## src/verilog/tps_pkg.sv

```systemverilog
package tps_pkg;

   // ----------------------------------------------------------------
   // Register byte addresses
   // ----------------------------------------------------------------
   localparam logic [4:0] TPS_ADDR_COUNT_LOW   = 5'h00;
   localparam logic [4:0] TPS_ADDR_COMPARE_HI  = 5'h04;
   localparam logic [4:0] TPS_ADDR_CTRL_FIRST  = 5'h08;
   localparam logic [4:0] TPS_ADDR_CTRL_SECOND = 5'h0c;
   localparam logic [4:0] TPS_ADDR_IRQ         = 5'h10;

   // ----------------------------------------------------------------
   // Field positions
   // ----------------------------------------------------------------
   localparam int TPS_CTRL0_EN_BIT     = 7;
   localparam int TPS_CTRL0_OUT_BIT    = 5;
   localparam int TPS_CTRL0_MODE16_BIT = 4;
   localparam int TPS_CTRL1_EXT_BIT    = 5;
   localparam int TPS_CTRL1_SYNC_BIT   = 4;
   localparam int TPS_IRQ_FLAG_BIT     = 0;
   localparam int TPS_IRQ_IE_BIT       = 1;

   // ----------------------------------------------------------------
   // Reset values and counts
   // ----------------------------------------------------------------
   localparam logic [7:0]  TPS_COMPARE_RST = 8'hff;
   localparam logic [7:0]  TPS_LOW_RST     = 8'h00;
   localparam logic [15:0] TPS_ROLL_VALUE  = 16'hffff;
   localparam logic [3:0]  TPS_SEL_RST     = 4'h0;

   // ----------------------------------------------------------------
   // Bus carriers
   // ----------------------------------------------------------------
   typedef struct packed {
      logic        read;
      logic        write;
      logic [4:0]  address;
      logic [31:0] writedata;
   } tps_bus_req_type;

   typedef struct packed {
      logic [31:0] readdata;
      logic        waitrequest;
   } tps_bus_rsp_type;

endpackage

```

## src/verilog/tps_timer.sv

```systemverilog
// How it works
// - Prescaler divides by powers of two, sixteen choices
// - Prescaler count is never visible to software
// - Prescaler clears on low byte, control writes, reset
// - Postscaler divides events by one through sixteen
// - Postscaler clears on same writes and reset
// - Synchronous mode halts counting during sleep
// - Asynchronous mode keeps counting, may wake system
// - Event on 8-bit compare match or 16-bit rollover
// - Flag sets every postscale-plus-one events
// - Enabled flag requests interrupt and wake
// - Output goes to pins, peripherals, status bit
// - Pulse lasts one prescaled period per postscaled event
// - Output toggles on each pulse rising edge
module tps_timer
   import tps_pkg::*;
(
   input  wire logic            mclk,
   input  wire logic            rst,
   input  wire tps_bus_req_type bus_req,
   output tps_bus_rsp_type      bus_rsp,
   input  wire logic            ext_clk_pin,
   input  wire logic            sleep,
   output logic                 timer_out,
   output logic                 internal_output_pulse,
   output logic                 irq_req,
   output logic                 wake_req
);

   // ----------------------------------------------------------------
   // State
   // ----------------------------------------------------------------
   typedef struct packed {
      logic        ext_sync1;
      logic        ext_sync2;
      logic        ext_prev;
      logic [7:0]  count_low_byte;
      logic [7:0]  compare_high_byte;
      logic        enable;
      logic        mode16;
      logic [3:0]  postscale_select;
      logic        ext_source;
      logic        sync_mode;
      logic [3:0]  prescale_select;
      logic        timer_event_flag;
      logic        timer_irq_enable;
      logic        pulse;
      logic        out;
      logic        ack;
      logic [31:0] readdata;
   } tps_state_type;

   tps_state_type st_ff;
   tps_state_type nxt_st;

   logic        ext_rise;
   logic        run;
   logic        src_tick;
   logic        pre_tick;
   logic        tmr_evt;
   logic        post_evt;
   logic        bus_req_on;
   logic        wr_acc;
   logic        rd_start;
   logic        cfg_clear;
   logic        flag_clr;
   logic [15:0] count16;
   logic [31:0] rd_mux;

   // ----------------------------------------------------------------
   // Scalers
   // ----------------------------------------------------------------
   tps_prescaler u_pre (
      .mclk     (mclk),
      .rst      (rst),
      .clear    (cfg_clear),
      .sel      (st_ff.prescale_select),
      .tick_in  (src_tick),
      .tick_out (pre_tick)
   );

   tps_postscaler u_post (
      .mclk      (mclk),
      .rst       (rst),
      .clear     (cfg_clear),
      .sel       (st_ff.postscale_select),
      .event_in  (tmr_evt),
      .event_out (post_evt)
   );

   // ----------------------------------------------------------------
   // Bus handshake: every access takes one wait cycle
   // ----------------------------------------------------------------
   // One forced wait lets read data come from a flip-flop
   assign bus_req_on = bus_req.read | bus_req.write;
   assign wr_acc     = bus_req.write & st_ff.ack;
   assign rd_start   = bus_req.read & ~st_ff.ack;
   assign bus_rsp.waitrequest = bus_req_on & ~st_ff.ack;
   assign bus_rsp.readdata    = st_ff.readdata;

   // Writes that restart both scalers
   assign cfg_clear = wr_acc & ((bus_req.address == TPS_ADDR_COUNT_LOW) |
                                (bus_req.address == TPS_ADDR_CTRL_FIRST) |
                                (bus_req.address == TPS_ADDR_CTRL_SECOND));
   assign flag_clr  = wr_acc & (bus_req.address == TPS_ADDR_IRQ) &
                      bus_req.writedata[TPS_IRQ_FLAG_BIT];

   // ----------------------------------------------------------------
   // Read mux; scaler counts are deliberately absent
   // ----------------------------------------------------------------
   always_comb
   begin
      rd_mux = 32'h0000_0000;
      if (bus_req.address == TPS_ADDR_COUNT_LOW)
      begin
         rd_mux[7:0] = st_ff.count_low_byte;
      end
      else if (bus_req.address == TPS_ADDR_COMPARE_HI)
      begin
         rd_mux[7:0] = st_ff.compare_high_byte;
      end
      else if (bus_req.address == TPS_ADDR_CTRL_FIRST)
      begin
         rd_mux[TPS_CTRL0_EN_BIT]     = st_ff.enable;
         rd_mux[TPS_CTRL0_OUT_BIT]    = st_ff.out;
         rd_mux[TPS_CTRL0_MODE16_BIT] = st_ff.mode16;
         rd_mux[3:0]                  = st_ff.postscale_select;
      end
      else if (bus_req.address == TPS_ADDR_CTRL_SECOND)
      begin
         rd_mux[TPS_CTRL1_EXT_BIT]  = st_ff.ext_source;
         rd_mux[TPS_CTRL1_SYNC_BIT] = st_ff.sync_mode;
         rd_mux[3:0]                = st_ff.prescale_select;
      end
      else if (bus_req.address == TPS_ADDR_IRQ)
      begin
         rd_mux[TPS_IRQ_FLAG_BIT] = st_ff.timer_event_flag;
         rd_mux[TPS_IRQ_IE_BIT]   = st_ff.timer_irq_enable;
      end
   end

   // ----------------------------------------------------------------
   // Counting source and timer events
   // ----------------------------------------------------------------
   // Edge detect reads only the second synchroniser stage
   assign ext_rise = st_ff.ext_sync2 & ~st_ff.ext_prev;
   // A synchronous timer freezes in sleep; an asynchronous one keeps going
   assign run      = st_ff.enable & ~(sleep & st_ff.sync_mode);
   assign src_tick = run & (st_ff.ext_source ? ext_rise : 1'b1);
   assign count16  = {st_ff.compare_high_byte, st_ff.count_low_byte};
   assign tmr_evt  = pre_tick & (st_ff.mode16 ? (count16 == TPS_ROLL_VALUE) :
                     (st_ff.count_low_byte == st_ff.compare_high_byte));

   // ----------------------------------------------------------------
   // Next state
   // ----------------------------------------------------------------
   always_comb
   begin
      nxt_st = st_ff;
      nxt_st.ext_sync1 = ext_clk_pin;
      nxt_st.ext_sync2 = st_ff.ext_sync1;
      nxt_st.ext_prev  = st_ff.ext_sync2;
      nxt_st.ack       = bus_req_on & ~st_ff.ack;

      // Timer advance on every completed prescale division
      if (pre_tick)
      begin
         if (st_ff.mode16)
         begin
            {nxt_st.compare_high_byte, nxt_st.count_low_byte} =
               16'(count16 + 16'h0001);
         end
         else if (tmr_evt)
         begin
            nxt_st.count_low_byte = 8'h00;
         end
         else
         begin
            nxt_st.count_low_byte = 8'(st_ff.count_low_byte + 8'h01);
         end
      end

      // Pulse holds until the next prescaled tick: one prescaled period
      if (post_evt)
      begin
         nxt_st.pulse = 1'b1;
      end
      else if (pre_tick)
      begin
         nxt_st.pulse = 1'b0;
      end
      if (post_evt && !st_ff.pulse)
      begin
         nxt_st.out = ~st_ff.out;
      end

      // Set wins over a clear in the same cycle
      nxt_st.timer_event_flag = (st_ff.timer_event_flag & ~flag_clr) | post_evt;

      // Register writes take priority over counting
      if (wr_acc)
      begin
         if (bus_req.address == TPS_ADDR_COUNT_LOW)
         begin
            nxt_st.count_low_byte = bus_req.writedata[7:0];
         end
         else if (bus_req.address == TPS_ADDR_COMPARE_HI)
         begin
            nxt_st.compare_high_byte = bus_req.writedata[7:0];
         end
         else if (bus_req.address == TPS_ADDR_CTRL_FIRST)
         begin
            nxt_st.enable           = bus_req.writedata[TPS_CTRL0_EN_BIT];
            nxt_st.mode16           = bus_req.writedata[TPS_CTRL0_MODE16_BIT];
            nxt_st.postscale_select = bus_req.writedata[3:0];
         end
         else if (bus_req.address == TPS_ADDR_CTRL_SECOND)
         begin
            nxt_st.ext_source      = bus_req.writedata[TPS_CTRL1_EXT_BIT];
            nxt_st.sync_mode       = bus_req.writedata[TPS_CTRL1_SYNC_BIT];
            nxt_st.prescale_select = bus_req.writedata[3:0];
         end
         else if (bus_req.address == TPS_ADDR_IRQ)
         begin
            nxt_st.timer_irq_enable = bus_req.writedata[TPS_IRQ_IE_BIT];
         end
      end

      if (rd_start)
      begin
         nxt_st.readdata = rd_mux;
      end
   end

   // State register
   always_ff @(posedge mclk or posedge rst)
   begin
      if (rst)
      begin
         st_ff                   <= '0;
         st_ff.count_low_byte    <= TPS_LOW_RST;
         st_ff.compare_high_byte <= TPS_COMPARE_RST;
         st_ff.postscale_select  <= TPS_SEL_RST;
         st_ff.prescale_select   <= TPS_SEL_RST;
      end
      else
      begin
         st_ff <= nxt_st;
      end
   end

   // ----------------------------------------------------------------
   // Outputs
   // ----------------------------------------------------------------
   assign timer_out             = st_ff.out;
   assign internal_output_pulse = st_ff.pulse;
   assign irq_req  = st_ff.timer_event_flag & st_ff.timer_irq_enable;
   assign wake_req = irq_req & sleep;

   // ----------------------------------------------------------------
   // Checks
   // ----------------------------------------------------------------
   a_flag_on_event: assert property (@(posedge mclk) disable iff (rst)
      post_evt |=> st_ff.timer_event_flag)
      else $error("event flag missed a postscaled event");

   a_sleep_halt: assert property (@(posedge mclk) disable iff (rst)
      (sleep && st_ff.sync_mode && !wr_acc) |=> $stable(count16))
      else $error("synchronous timer counted in sleep");

   a_async_sleep_run: assert property (@(posedge mclk) disable iff (rst)
      (sleep && !st_ff.sync_mode && st_ff.enable && st_ff.ext_source && ext_rise &&
       st_ff.prescale_select == 4'h0 && !st_ff.mode16 && !wr_acc &&
       st_ff.count_low_byte != st_ff.compare_high_byte)
      |=> st_ff.count_low_byte == 8'($past(st_ff.count_low_byte) + 8'h01))
      else $error("asynchronous timer stalled in sleep");

   a_match_reset: assert property (@(posedge mclk) disable iff (rst)
      (!st_ff.mode16 && pre_tick && !wr_acc &&
       st_ff.count_low_byte == st_ff.compare_high_byte) |=> st_ff.count_low_byte == 8'h00)
      else $error("8-bit match did not restart count");

   a_pulse_start: assert property (@(posedge mclk) disable iff (rst)
      post_evt |=> st_ff.pulse)
      else $error("output pulse missing after event");

   a_out_toggle: assert property (@(posedge mclk) disable iff (rst)
      $rose(st_ff.pulse) |-> st_ff.out != $past(st_ff.out))
      else $error("output did not toggle on pulse edge");

   a_irq_wake: assert property (@(posedge mclk) disable iff (rst)
      (post_evt && st_ff.timer_irq_enable && sleep && !wr_acc) ##1 sleep |-> wake_req)
      else $error("enabled event did not raise wake");

   a_bus_answer: assert property (@(posedge mclk) disable iff (rst)
      (bus_req_on && bus_rsp.waitrequest) |=> (!bus_req_on || !bus_rsp.waitrequest))
      else $error("bus access not answered in two cycles");

endmodule

```

## src/verilog/tps_prescaler.sv

```systemverilog
module tps_prescaler
   import tps_pkg::*;
(
   input  wire logic       mclk,
   input  wire logic       rst,
   input  wire logic       clear,
   input  wire logic [3:0] sel,
   input  wire logic       tick_in,
   output logic            tick_out
);

   typedef struct packed {
      logic [14:0] cnt;
   } tps_pre_state_type;

   tps_pre_state_type st_ff;
   tps_pre_state_type nxt_st;
   logic [14:0]       term;

   // ----------------------------------------------------------------
   // Power-of-two divider, count hidden from software
   // ----------------------------------------------------------------
   // Terminal count is 2^sel - 1; sel 15 gives 1:32768
   always_comb
   begin
      term = 15'((16'h0001 << sel) - 16'h0001);
      tick_out = tick_in & (st_ff.cnt == term);
      nxt_st = st_ff;
      if (clear)
      begin
         nxt_st.cnt = 15'h0000;
      end
      else if (tick_in)
      begin
         nxt_st.cnt = (st_ff.cnt == term) ? 15'h0000 : 15'(st_ff.cnt + 15'h0001);
      end
   end

   // Count state
   always_ff @(posedge mclk or posedge rst)
   begin
      if (rst)
         st_ff <= '0;
      else
         st_ff <= nxt_st;
   end

   a_prescale_clear: assert property (@(posedge mclk) disable iff (rst)
      clear |=> st_ff.cnt == 15'h0000)
      else $error("prescaler not cleared");

   a_prescale_wrap: assert property (@(posedge mclk) disable iff (rst)
      (tick_in && !clear && st_ff.cnt == term) |=> st_ff.cnt == 15'h0000)
      else $error("prescaler did not wrap at terminal count");

endmodule

```

## src/verilog/tps_postscaler.sv

```systemverilog
module tps_postscaler
   import tps_pkg::*;
(
   input  wire logic       mclk,
   input  wire logic       rst,
   input  wire logic       clear,
   input  wire logic [3:0] sel,
   input  wire logic       event_in,
   output logic            event_out
);

   typedef struct packed {
      logic [3:0] cnt;
   } tps_post_state_type;

   tps_post_state_type st_ff;
   tps_post_state_type nxt_st;

   // ----------------------------------------------------------------
   // Divide timer events by sel + 1
   // ----------------------------------------------------------------
   always_comb
   begin
      event_out = event_in & (st_ff.cnt == sel);
      nxt_st = st_ff;
      if (clear)
      begin
         nxt_st.cnt = 4'h0;
      end
      else if (event_in)
      begin
         nxt_st.cnt = (st_ff.cnt == sel) ? 4'h0 : 4'(st_ff.cnt + 4'h1);
      end
   end

   // Count state, hidden from software
   always_ff @(posedge mclk or posedge rst)
   begin
      if (rst)
         st_ff <= '0;
      else
         st_ff <= nxt_st;
   end

   a_postscale_clear: assert property (@(posedge mclk) disable iff (rst)
      clear |=> st_ff.cnt == 4'h0)
      else $error("postscaler not cleared");

endmodule

```

## config.mk

```make
export PLATFORM = sky130hd
export DESIGN_NAME = tps_timer
export DESIGN_NICKNAME = d
export VERILOG_FILES = /design/src/verilog/tps_pkg.sv /design/src/verilog/tps_timer.sv /design/src/verilog/tps_prescaler.sv /design/src/verilog/tps_postscaler.sv
export SDC_FILE = /design/constraint.sdc
export NUM_CORES = 1
export LEC_CHECK = 0
export BUFFER_PORTS_ARGS = -buffer_cell sky130_fd_sc_hd__buf_2
export CAP_MARGIN = 40
export CORE_MARGIN = 1.5
export CORE_UTILIZATION = 49
export CTS_CLUSTER_DIAMETER = 150
export DETAILED_ROUTE_END_ITERATION = 10
export PLACE_DENSITY = 0.72
export SKIP_CTS_REPAIR_TIMING = 1
export SYNTH_ARGS = -nofsm -noshare
export SYNTH_HDL_FRONTEND = slang
export SYNTH_HIERARCHICAL = 1
export SYNTH_SLANG_ARGS = --single-unit
```

## constraint.sdc

```tcl
create_clock -name mclk -period 5.49 [get_ports mclk]
set_clock_uncertainty 0.15 [all_clocks]
set_input_delay 1.098 -clock mclk [delete_from_list [all_inputs] [get_ports mclk]]
set_output_delay 1.098 -clock mclk [all_outputs]
set_load 0.01 [all_outputs]
```

## Word-level counts from Yosys, hierarchy flattened

Index checks and enable logic that the tools add are counted.

| storage, ports and cells | value |
|---|---|
| bits in registers | 63 |
| logic and storage cells | 102 |

| cells by class | value |
|---|---|
| $add $sub $neg | 5 |
| equal/unequal tests | 8 |
| shifts and indexed selects | 1 |
| multiplexer cells | 31 |
| bitwise gates (word level) | 29 |
| reductions and logical operators | 9 |

Operators with widths:

| operator | number |
|---|---|
| $mux 8 | 6 |
| $mux 15 | 3 |
| $mux 6 | 5 |
| $mux 28 | 1 |
| $mux 20 | 1 |
| $add 16x1->16 const B | 1 |
| $and 1x1->1 | 16 |
| $eq 16x16->1 const B | 1 |
| $mux 16 | 1 |
| $mux 4 | 4 |
| $add 15x1->15 const B | 1 |
| $eq 15x15->1 | 1 |
| $shl 1x4->15 const A | 1 |
| $sub 15x1->15 const B | 1 |
| $mux 12 | 1 |
| $eq 5x4->1 const B | 2 |
| $not 1->1 | 9 |
| $add 8x1->8 const B | 1 |
| $eq 8x8->1 | 1 |
| $mux 1 | 7 |
| $reduce_and 6->1 | 1 |
| $reduce_bool 2->1 | 3 |
| $eq 5x3->1 const B | 1 |
| $eq 5x5->1 const B | 1 |
| 9 further kinds | 13 |

## Longest topological paths before layout

| logic depth | value |
|---|---|
| depth in word-level cells | 12 |
| depth in mapped cells | 18 |

## By module

The synthesis kept the hierarchy.

By module, submodules not included:

| module | instances | cells each | area each (um2) |
|---|---|---|---|
| tps_timer | 1 | 286 | 2686.3 |
| tps_prescaler | 1 | 169 | 1368.8 |
| tps_postscaler | 1 | 28 | 286.5 |

## Least setup slack after synthesis

Ideal clock, no wire load.

| timing | value |
|---|---|
| path kind | register to register |
| from | reg st_ff[40] (netlist bit) |
| to | reg st_ff, in the netlist timer_out |
| arrival | 3878 ps |
| data required time | 5215 ps |
| path slack | 1336 ps |
| cell stages (with the launch flop) | 18 |
| period minus slack after synthesis | 4154 ps |
| path through | dfrtp_1 buf_2 clkbuf_1 nand3b_1 ha_1 nor2b_1 a2111oi_0 o32ai_1 or4_4 nor3_1 clkbuf_1 inv_1 clkbuf_1 a21oi_1 clkbuf_1 and2_1 nand2b_1 xnor2_1 |

| on the way | value |
|---|---|
| word-level cells in the longest chain between the ends | 7 |

RTL lines:

| item | RTL line | RTL |
|---|---|---|
| start, declared | tps_timer.sv:53 | `tps_state_type st_ff;` |
| start signal, assigned | tps_timer.sv:248 | `st_ff <= nxt_st;` |
| $shl 1x4->15 | tps_prescaler.sv:26 | `term = 15'((16'h0001 << sel) - 16'h0001);` |
| $sub 15x1->15 | tps_prescaler.sv:26 |  |
| $eq 15x15->1 | tps_prescaler.sv:27 | `tick_out = tick_in & (st_ff.cnt == term);` |
| $and 1x1->1 | tps_prescaler.sv:27 |  |
| via pre_tick | tps_timer.sv:59 | `logic pre_tick;` |
| $and 1x1->1 | tps_timer.sv:151 | `assign tmr_evt = pre_tick & (st_ff.mode16 ? (count16 == TPS_ROLL_VALUE) :` |
| via tmr_evt | tps_timer.sv:60 | `logic tmr_evt;` |
| $and 1x1->1 | tps_postscaler.sv:24 | `event_out = event_in & (st_ff.cnt == sel);` |
| $logic_and 1x1->1 | tps_timer.sv:192 | `if (post_evt && !st_ff.pulse)` |

The timed path passes the listed nets, and every way through them passes these cells.
A chain may end at the register's enable or synchronous reset.

## Worst setup path in the final report

Ends and elaborated chain as after synthesis.

==> summary.txt <==
Critical path
  • Critical path endpoint category: register
  • Internal reg-to-reg setup slack: ~0.68 ns
  • Startpoint Class: register
  • CP max stage cell: dfrtp_1
  • CP Max Fanout: 28
  • RR Endpoint: timer_out$_DFFE_PP0P_
  • Critical path required time: 5.58 ns
  • CP peak stage delay: 0.70 ns
  • CP arrival: between 4 and 5 ns
  • Worst r2r src: st_ff[40]$_DFFE_PP0P_
  • Worst R2R Path Depth: 14
  • Crit path kind: reg -> reg
  • Crit path cell chain: nor2_1, nand2_1, ha_1, nor2b_1, a2111oi_0, o32ai_1, or4_4, nor3_1, inv_1, a21oi_1, buf_4, and2_1, nand2b_1, xnor2_1

Drt
  • Drt via density: around 5.8
  • Antenna Violating Nets Remaining: 0
  • Vias after detailed routing: 3524
  • First-pass iteration count of the detailed router: 5
  • WL/cell: 16.6 µm
  • Routed wire length: a little over 10 mm
  • DRT iter0 DRCs: 286
  • Drt drc: 0

Synthesis
  • Main synth FF type: dfrtp_1
  • Number of synthesized flops with an enable pin: 0
  • Count leader, synth: dfrtp_1
  • Syn Inst Count: 483
  • Netlist Area Pre-Place: 4340 µm²
  • Yosys top cell by area: dfrtp_1
  • Synth area leaders: dfrtp_1 (32%), buf_4 (6.1%), xor2_1 (5.2%)
  • Post-synth cell types: 67
  • Syn_area_per_cell: around 9.0 µm²
  • Synth cell count leaders: dfrtp_1 (55), nor2_1 (51), buf_4 (35)
  • Synth Register Bits: 63
  • Ys Warns: 6
  • Sequential share of the synthesized area: 36.5%
  • Top-area cell type share of the netlist area: 31.7%
  • Synth async-reset ratio: between 90% and 100%

Worst hold path
  • Hold Path Depth: 0
  • Worst min path class: reg -> reg
  • Worst hold start: nxt_st[66]$_DFF_PP0_
  • Hold Path Sink: nxt_st[65]$_DFF_PP0_

Timing
  • RSZ-0062 raised after global routing: false
  • Final period util: roughly 90%
  • Max Fclk: 208 MHz
  • Worst-Margin Slew: 0.942 ns
  • Final Max Slew Viols: 0
  • Rel. slew slack: between 30 and 40%
  • Hold Violations, Final: 0
  • Final min period: 4.81 ns
  • Endpoints failing setup: 0
  • Final TNS setup: 0 ns
  • Final WS setup: 0.684 ns

Power
  • Pwr dens: 307 nW/µm²
  • Leakage dissipation: 1.98 nW
  • Peak VDD IR: roughly 0.16 mV
  • Tot Pwr: 1.39 mW

Finish
  • Layout cells sized above 1: between 10% and 20%
  • Layout filler cell count: 795
  • Area Overhead vs Synth: 4.58%
  • Area of the multi-input gates: between 2000 and 2500 µm²
  • Diode count: 0
  • Register area: 1590 µm²
  • Post-Layout Cell Count: 604
  • Fin nets: 538
  • Design area: between 4000 and 5000 µm²

Clock network
  • Total CTS buffers: 9
  • Clk sink count: 63
  • Longest Clk Path Bufs: 2
  • Skew-Pair Late Insertion Delay: 0.35 ns
  • Worst-path clk slew: roughly 0.08 ns
  • CTS Root Cell: clkbuf_8
  • TritonCTS clock tree: done
  • H-tree depth: 3

Place
  • Placed Instances: 588
  • Buffers on Ports: 31
  • GP Congestion: 0.925
  • Pre-CTS setup slack: 0.782 ns
  • Placed wire-length estimate: 7.18 mm
  • Placed cell areas: roughly 4400 µm²

GRT
  • Tot GR Track Use: 22.0%
  • Largest net degree at the start of global routing: 45
  • Initial antenna violation count: 0
  • Gr ovfl total: 0
  • First-pass GRT wire length: approximately 17 mm
  • Vias in the first global route: 3293

Floorplan
  • DIE AREA: 9430 µm²
  • Site Rows: 34
  • Chip width: between 90 and 100 µm
  • Die height: about 100 µm
  • Core Area: ~8600 µm²
  • Initial Util: 50.3%
  • Top-level I/O count: 80

Run
  • Max-cap violation count: 0

Outcome
  • Status: complete, no violations
## state kept, by name, summed over array words and instances (netlist names)
signal	flops
timer_out	1
count16	16
st_ff	16
u_post/st_ff	4
u_pre/st_ff	15
nxt_st	2
bus_rsp	8
internal_output_pulse	1
## metrics by stage
step                hold WS (ns)  util, %
floorplan                  0.181        -
global placement           0.182     50.5
detailed placement         0.196     50.5
CTS                        0.204     52.6
global route               0.215     52.6
finish                     0.212     52.6
## metal layers
layer / global-route usage (%) / routed length [µm] / vias to the layer above
li1: - / - / 1685
met2: 31.9 / 4310 / 118
met5: 0 / 0 / -
met1: 32.7 / 5100 / 1711
met4: 7.25 / 85 / 0
met3: 4.68 / 557 / 10
## cell families after synthesis
logic type,Yosys count,synth area share (%)
flops,63,36.5
xor+xnor,39,7.87
other cells,1,0.0864
buf+inv,76,10.4
mux,20,5.04
fa+ha+maj,4,1.15
compound gates,97,15.5
simple gates,183,23.4
## power breakdown
group	total (mW)	internal, mW	switching [mW]
Combinational	0.373	0.167	0.207
Clock	0.373	0.177	0.196
Sequential	0.648	0.536	0.112
## layout make-up
type | count | share of cell area (%)
Inverter | 14 | 1.16
Timing Repair Buffer | 36 | 4.24
Clock inverter | 6 | 0.992
Tap cell | 108 | 2.98
Clock buffer | 10 | 3.03
Sequential cell | 63 | 34.9
Multi-Input combinational cell | 367 | 52.7
## cell usage in the layout, fill, tap and decap left out, types with 10 or more instances in the layout
master	instances
a21oi_1	24
and3_1	10
buf_2	31
clkbuf_8	10
conb_1	24
dfrtp_1	55
inv_1	13
mux2_2	15
nand2_1	28
nand3_1	13
nand4_1	16
nor2_1	51
nor3_1	10
o21ai_0	15
xnor2_1	13
xor2_1	26
## worst max-delay path: cells and delay by family (launching register included)
family                   cells  cell delay (ns)
XOR/XNOR                     1             0.12
AO/OA/AOI/OAI                3             0.87
AND/OR/NAND/NOR              7             1.90
adder cells (fa/ha/maj)      1             0.39
flip-flops                   1             0.70
buffers and inverters        2             0.53
## worst max path at each step
stage / slack (ns) / from / endpoint
2_1_floorplan: 1.34 / st_ff[40]$_DFFE_PP0P_ / timer_out$_DFFE_PP0P_
3_3_place_gp: 0.85 / st_ff[40]$_DFFE_PP0P_ / timer_out$_DFFE_PP0P_
3_5_place_dp: 0.78 / st_ff[40]$_DFFE_PP0P_ / timer_out$_DFFE_PP0P_
4_1_cts: 0.76 / st_ff[40]$_DFFE_PP0P_ / timer_out$_DFFE_PP0P_
5_1_grt: 0.35 / st_ff[40]$_DFFE_PP0P_ / count16[14]$_DFF_PP1_
6_report: 0.68 / st_ff[40]$_DFFE_PP0P_ / timer_out$_DFFE_PP0P_
No activity file was read; power rests on OpenSTA's default activity.
